<file path="src/rtl/csft_pkg.sv">
package csft_pkg;

	// ----------------------------------------
	// Instruction words
	// ----------------------------------------
	localparam int INSTR_W = 10;
	localparam logic [9:0] OPC_SKIP_CONV = 10'h287;
	localparam logic [9:0] OPC_SKIP_PIN = 10'h03a;

	// ----------------------------------------
	// Register port
	// ----------------------------------------
	localparam int DATA_W = 4;
	localparam int ADDR_W = 2;
	localparam logic [1:0] ADDR_CTRL_ONE = 2'h0;
	localparam logic [1:0] ADDR_CTRL_TWO = 2'h1;
	localparam logic [1:0] ADDR_STATUS = 2'h2;

	// ----------------------------------------
	// Field positions and reset values
	// ----------------------------------------
	localparam int POL_BIT = 2;
	localparam int CONV_IE_BIT = 2;
	localparam int ST_FLAG_BIT = 0;
	localparam int ST_SKIP_BIT = 1;
	localparam int ST_PIN_BIT = 2;
	localparam logic [3:0] CTRL_ONE_RST = 4'h0;
	localparam logic [3:0] CTRL_TWO_RST = 4'h0;
	localparam logic FLAG_RST = 1'b0;

	// ----------------------------------------
	// Timing
	// ----------------------------------------
	localparam int CYCLE_DIV_DEF = 4;

	// ----------------------------------------
	// Types
	// ----------------------------------------
	typedef enum logic {
		CSFT_RUN = 1'b0,
		CSFT_SKIP = 1'b1
	} csft_state_t;

	typedef struct packed {
		logic valid;
		logic [9:0] code;
	} csft_instr_t;

	typedef struct packed {
		logic skip_conv;
		logic skip_pin;
	} csft_dec_t;

	typedef struct packed {
		logic [1:0] addr;
		logic [3:0] wdata;
		logic wr;
		logic rd;
	} csft_bus_t;

endpackage

</file>
<file path="src/rtl/csft_top.sv">
// The address map and the strobed register port were decided locally.
`timescale 1ns/1ps
// Behaviour
// (RULE1) Opcode 1010000111 is skip-if-conversion-done, one word, one cycle.
// (RULE2) Enable bit 0: skip next instruction when conversion flag is 1.
// (RULE3) Enable bit 0: executing it clears the conversion flag.
// (RULE4) Enable bit 1: the instruction is a no-operation.
// (RULE5) Conversion enable bit is bit 2 of control register two.
// (RULE6) Opcode 0000111010 is skip-on-pin-level, one word, one cycle.
// (RULE7) Polarity bit 0: skip next instruction when the pin is low.
// (RULE8) Polarity bit 1: skip next instruction when the pin is high.
// (RULE9) Polarity bit is bit 2 of control register one.
// (RULE10) A skipped instruction does nothing but still uses its cycle.
module csft_top #(
	parameter int CYCLE_DIV = csft_pkg::CYCLE_DIV_DEF
) (
	input wire logic CLOCK,
	input wire logic SRST,
	input csft_pkg::csft_bus_t BUS,
	output logic [csft_pkg::DATA_W-1:0] RDATA,
	input csft_pkg::csft_instr_t INSTR,
	input wire logic CONV_DONE,
	input wire logic EXT_PIN,
	output logic CYCLE_TICK,
	output logic EXEC_OK,
	output logic SKIP_PENDING,
	output logic CONV_FLAG
);
	import csft_pkg::*;

	localparam int CW = (CYCLE_DIV > 1) ? $clog2(CYCLE_DIV) : 1;
	localparam logic [CW-1:0] CNT_LAST = CW'(CYCLE_DIV - 1);

	logic [CW-1:0] cnt;
	logic cycle_tick;
	logic take;
	logic exec_ok;
	logic [3:0] ctrl_one;
	logic [3:0] ctrl_two;
	logic flag;
	logic pin_s;
	logic conv_ie;
	logic pol;
	logic do_conv;
	logic do_pin;
	logic pin_match;
	logic sw_clear;
	csft_state_t state;
	csft_state_t next_state;
	csft_dec_t dec;

	// ----------------------------------------
	// Instruction cycle divider
	// ----------------------------------------
	// One enable pulse per instruction cycle; the core offers a word on it
	always_ff @(posedge CLOCK) begin
		if (SRST) begin
			cnt <= '0;
		end else if (cnt == CNT_LAST) begin
			cnt <= '0;
		end else begin
			cnt <= cnt + 1'b1;
		end
	end

	assign cycle_tick = (cnt == CNT_LAST);
	assign CYCLE_TICK = cycle_tick;

	// ----------------------------------------
	// Pin synchroniser and decoder
	// ----------------------------------------
	csft_sync #(
		.WIDTH(1)
	) u_sync (
		.clock(CLOCK),
		.srst(SRST),
		.async_in(EXT_PIN),
		.sync_out(pin_s)
	);

	csft_decode u_decode (
		.code(INSTR.code),
		.dec(dec)
	);

	// ----------------------------------------
	// Execute qualifiers
	// ----------------------------------------
	assign take = INSTR.valid & cycle_tick;
	assign exec_ok = take & (state == CSFT_RUN); // RULE10
	assign EXEC_OK = exec_ok;
	assign conv_ie = ctrl_two[CONV_IE_BIT]; // RULE5
	assign pol = ctrl_one[POL_BIT]; // RULE9
	// Enable set turns the instruction into a no-operation
	assign do_conv = exec_ok & dec.skip_conv & ~conv_ie; // RULE4
	assign do_pin = exec_ok & dec.skip_pin;
	// Polarity bit picks which level counts as a hit
	assign pin_match = (pin_s == pol); // RULE7 RULE8

	// ----------------------------------------
	// Register writes
	// ----------------------------------------
	always_ff @(posedge CLOCK) begin
		if (SRST) begin
			ctrl_one <= CTRL_ONE_RST;
		end else if (BUS.wr && BUS.addr == ADDR_CTRL_ONE) begin
			ctrl_one <= BUS.wdata;
		end
	end

	always_ff @(posedge CLOCK) begin
		if (SRST) begin
			ctrl_two <= CTRL_TWO_RST;
		end else if (BUS.wr && BUS.addr == ADDR_CTRL_TWO) begin
			ctrl_two <= BUS.wdata;
		end
	end

	// Writing one to the flag position of status clears the flag
	assign sw_clear = BUS.wr && (BUS.addr == ADDR_STATUS) && BUS.wdata[ST_FLAG_BIT];

	// ----------------------------------------
	// Conversion completion flag
	// ----------------------------------------
	// A completion in the clearing cycle survives: set beats every clear
	always_ff @(posedge CLOCK) begin
		if (SRST) begin
			flag <= FLAG_RST;
		end else if (CONV_DONE) begin
			flag <= 1'b1;
		end else if (do_conv) begin
			flag <= 1'b0; // RULE3
		end else if (sw_clear) begin
			flag <= 1'b0;
		end
	end

	assign CONV_FLAG = flag;

	// ----------------------------------------
	// Skip sequencer
	// ----------------------------------------
	// Test uses the flag value before this cycle's clear
	always_comb begin
		next_state = state;
		if (take) begin
			unique case (state)
				CSFT_SKIP: begin
					next_state = CSFT_RUN; // RULE10
				end
				CSFT_RUN: begin
					if (do_conv && flag) begin
						next_state = CSFT_SKIP; // RULE2
					end else if (do_pin && pin_match) begin
						next_state = CSFT_SKIP; // RULE7 RULE8
					end else begin
						next_state = CSFT_RUN;
					end
				end
			endcase
		end
	end

	always_ff @(posedge CLOCK) begin
		if (SRST) begin
			state <= CSFT_RUN;
		end else begin
			state <= next_state;
		end
	end

	assign SKIP_PENDING = (state == CSFT_SKIP);

	// ----------------------------------------
	// Register reads
	// ----------------------------------------
	// Unmapped address reads zero; data stands one cycle after the strobe
	always_ff @(posedge CLOCK) begin
		if (SRST) begin
			RDATA <= '0;
		end else if (BUS.rd) begin
			unique case (BUS.addr)
				ADDR_CTRL_ONE: begin
					RDATA <= ctrl_one;
				end
				ADDR_CTRL_TWO: begin
					RDATA <= ctrl_two;
				end
				ADDR_STATUS: begin
					RDATA <= {1'b0, pin_s, (state == CSFT_SKIP), flag};
				end
				default: begin
					RDATA <= '0;
				end
			endcase
		end else begin
			RDATA <= '0;
		end
	end
endmodule

</file>
<file path="src/rtl/csft_sync.sv">
`timescale 1ns/1ps
module csft_sync #(
	parameter int WIDTH = 1
) (
	input wire logic clock,
	input wire logic srst,
	input wire logic [WIDTH-1:0] async_in,
	output logic [WIDTH-1:0] sync_out
);
	import csft_pkg::*;

	// ----------------------------------------
	// Two-stage synchroniser
	// ----------------------------------------
	// First stage feeds only the second; nothing else may look at it
	logic [WIDTH-1:0] meta;

	always_ff @(posedge clock) begin
		if (srst) begin
			meta <= '0;
			sync_out <= '0;
		end else begin
			meta <= async_in;
			sync_out <= meta;
		end
	end

endmodule

</file>
<file path="src/rtl/csft_decode.sv">
`timescale 1ns/1ps
module csft_decode (
	input wire logic [csft_pkg::INSTR_W-1:0] code,
	output csft_pkg::csft_dec_t dec
);
	import csft_pkg::*;

	// ----------------------------------------
	// Opcode match
	// ----------------------------------------
	// Full ten-bit compare; no partial decode aliases other opcodes
	always_comb begin
		dec.skip_conv = (code == OPC_SKIP_CONV); // RULE1
		dec.skip_pin = (code == OPC_SKIP_PIN); // RULE6
	end

endmodule

</file>
<file path="config.mk">
export PLATFORM = sky130hd
export DESIGN_NAME = csft_top
export DESIGN_NICKNAME = d
export VERILOG_FILES = /design/src/rtl/csft_pkg.sv /design/src/rtl/csft_top.sv /design/src/rtl/csft_sync.sv /design/src/rtl/csft_decode.sv
export SDC_FILE = /design/constraint.sdc
export NUM_CORES = 1
export LEC_CHECK = 0
export ABC_AREA = 1
export ABC_CLOCK_PERIOD_IN_PS = 1100
export BUFFER_PORTS_ARGS = -buffer_cell sky130_fd_sc_hd__buf_2
export CAP_MARGIN = 0
export CORE_MARGIN = 2
export CORE_UTILIZATION = 50
export CTS_BUF_LIST = sky130_fd_sc_hd__clkbuf_4
export DETAILED_ROUTE_END_ITERATION = 6
export HOLD_SLACK_MARGIN = 0.15
export PLACE_DENSITY = 0.81
export SLEW_MARGIN = 40
export SYNTH_ARGS = -nofsm -noshare
export SYNTH_HDL_FRONTEND = slang
export SYNTH_HIERARCHICAL = 1
export SYNTH_SLANG_ARGS = --single-unit
</file>
<file path="constraint.sdc">
create_clock -name CLOCK -period 1.1 [get_ports CLOCK]
set_input_delay 0.11 -clock CLOCK [delete_from_list [all_inputs] [get_ports CLOCK]]
set_output_delay 0.11 -clock CLOCK [all_outputs]
set_load 0.02 [all_outputs]
</file>
==> reports/qor.csv <==
metric,value,unit
H-tree depth,1,
first-pass GRT wire length,2946,µm
synth unique cells,22,
Final Max Tran Viols,0,
Hold Crit Start,BUS[1],
worst endpoint required time,990,ps
fmax,853.6,MHz
Starting DRT DRC Count,14,
"Buf+Inv Stages, Crit Path",1,
starting density of the core,54.46,%
routability cong.,0.8060,
CORE AREA,0.001541,mm²
"delay-heaviest family, CP",flip-flops,
PortBufs,30,
Hold/Removal Path Class,in -> reg,
CP Launch Point,cnt[0],
DR vias/cell,4.743,
synth warn,6,
Die Area,0.002023,mm²
Clock Path Buffers,2,
worst-path cell chain,ha_4 > nand2_4 > nor2_4 > buf_6,
clk root buf,clkbuf_4,
area post-placement,0.001027,mm²
Peak VDD IR,0.9047,mV
die width,44.98,µm
worst-path maximum fanout,4,
setup ws final,-71.56,ps
final hold vios,0,
"Seq/Total Area, Yosys",42.92,%
FF-to-FF path depth,8,
layout cell share with drive strength beyond 1,30.06,%
clk sinks,18,
final net count,188,
Diodes inserted,0,
chip height,44.98,µm
post-route ant nets,0,
antenna violations before repair,0,
TritonCTS clock tree,built,
max-cap viol count,0,
Syn Nets,144,
R2R Setup Slk,30,ps
hold_ws,152.0,ps
multi-input logic area,415.4,µm²
Reg area,362.8,µm²
Worst-path clk slew,100,ps
GR Overflow Total,0,
largest net degree at the start of global routing,12,
Synth Register Bits,18,
Place WS,95.34,ps
Mean Syn Cell Area,6.996,µm²
Tot GR Track Use,19.27,%
Setup CP Type,reg -> out,
FILL cells,120,
Mapped Area,839.6,µm²
"slowest stage delay, CP",360,ps
run status,"finished, violations left",
hold depth,3,
Critical R2R Launch,cnt[0],
CP endpoint kind,output port,
drt total wl,1779,µm
worst hold path endpoint,ctrl_two[1],
vias in the first global route,793,
Relative slew margins,81.98,%
I/O pin cnt,31,
minimum clock period,1172,ps
WL/cell,9.939,µm
Worst Path Arrival,1060,ps
Critical Path Slowest Stage Cell,dfxtp_2,
RSZ-0062 raised after global routing,yes,
Sum Neg Setup Slack,-71.56,ps
P_leak,0.5853,nW
Worst Tran Pin Value,270.1,ps
placed wire-length estimate,1380,µm
FF-to-FF End,SKIP_PENDING,
Num CTS Buffers,3,
synthesized instance count,120,
Finished Layout Cells,179,
TritonRoute pass-1 iters,5,
Synth-to-Final Area Change,38.45,%
placed cells,165,
FP Rows,14,
clock skew,9.119,ps
DRC viols,0,
pwr/cell area,1071,mW/mm²
crit path launch type,register,
Vias,849,
final instance area,0.001162,mm²
clock latency on the worst-skew pair,290,ps
failing checks,negative setup slack,
fin crit share,106.5,%
setup violators final,1,
==> worst reg2reg max path, delay by kind of cell (launching register included) <==
family,cells,cell delay [ps]
DFF,1,340
and+or+nand+nor,5,310
adders and majority gates,1,170
buffers and inverters,2,170
==> kinds of logic after synthesis <==
group | after synthesis | synth area share, %
xor gates and xnor gates | 1 | 1.043
and+or+nand+nor | 66 | 35.47
adders and majority gates | 1 | 1.490
DFF | 18 | 42.92
AOI/OAI and AO/OA | 12 | 8.494
buffers and inverters | 22 | 10.58
==> sequential cells by signal, summed over array words and instances, names as in the netlist <==
name,cells
RDATA,4
ctrl_one,4
ctrl_two,4
cnt,2
CONV_FLAG,1
SKIP_PENDING,1
u_sync/meta,1
u_sync/sync_out,1
==> layout make-up <==
class | instances | share of cell area, %
clock buffers | 3 | 1.938
well taps | 16 | 1.722
multi-input cells | 80 | 35.74
inverters | 21 | 7.212
repair buffers | 40 | 21.85
flip-flops and latches | 18 | 31.22
clock inverters | 1 | 0.3229
==> per-layer routing <==
layer	global-route usage, %	wire (µm)
met3	2.400	77
met5	0	0
met4	5.882	14
met2	34.29	870
met1	24.06	816
==> synth_stat cells, drive strengths merged <==
| master | n | area, µm² |
|---|---|---|
| a21oi | 8 | 43.79 |
| buf | 1 | 5.000 |
| clkinv | 1 | 8.760 |
| dfxtp | 18 | 360.4 |
| ha | 1 | 12.51 |
| inv | 20 | 75.07 |
| nand2 | 29 | 118.9 |
| nand3 | 13 | 65.06 |
| nand3b | 1 | 7.510 |
| nand4 | 1 | 6.260 |
| nor2 | 20 | 87.58 |
| nor3 | 1 | 5.000 |
| nor3b | 1 | 7.510 |
| o211ai | 1 | 12.51 |
| o21ai | 3 | 15.01 |
| xnor2 | 1 | 8.760 |
==> timing repair <==
action,in CTS,in global routing
endpoints found under the setup margin,1,7
gates resized for setup,3,2
hold buffers,8,0
setup buffers,2,0
pin swaps,2,1
endpoints found under the hold margin,16,0
cloned,0,0
==> cells in the final DEF, fill, tap and decap left out <==
cell / count
buf_2: 28
xnor2_1: 1
clkinv_1: 1
nor2_1: 17
nor3_1: 1
o211ai_2: 1
dfxtp_1: 16
o21ai_1: 3
nand3_1: 13
a21oi_1: 7
nand4_1: 1
inv_1: 18
nand2_2: 1
a21oi_2: 1
nand2_4: 2
nand3b_1: 1
nor2_4: 2
inv_2: 2
dlygate4sd3_1: 8
dfxtp_2: 2
ha_4: 1
nand2_1: 26
nor2_2: 1
clkbuf_4: 4
nor3b_1: 1
clkinv_4: 1
buf_6: 1
buf_4: 2
==> how the worst max path moves through the flow <==
stage	end	cells after the start	slack [ps]
finish	EXEC_OK	4	-70
global route	EXEC_OK	4	-120
detailed placement	SKIP_PENDING	10	100
CTS	EXEC_OK	4	-90
global placement	SKIP_PENDING	10	140
floorplan	SKIP_PENDING	7	20
==> stage by stage <==
stage	total power [mW]	utilization (%)
CTS	1.248	75.24
floorplan	0.8202	-
global route	1.305	75.41
finish	1.245	75.41
detailed placement	0.9004	66.64
global placement	0.8913	66.64
==> report_power, final <==
part | internal [mW] | switching [mW]
combinational | 0.106 | 0.111
clock | 0.132 | 0.193
sequential | 0.683 | 0.0192
Power figures use the tool's default switching activity.
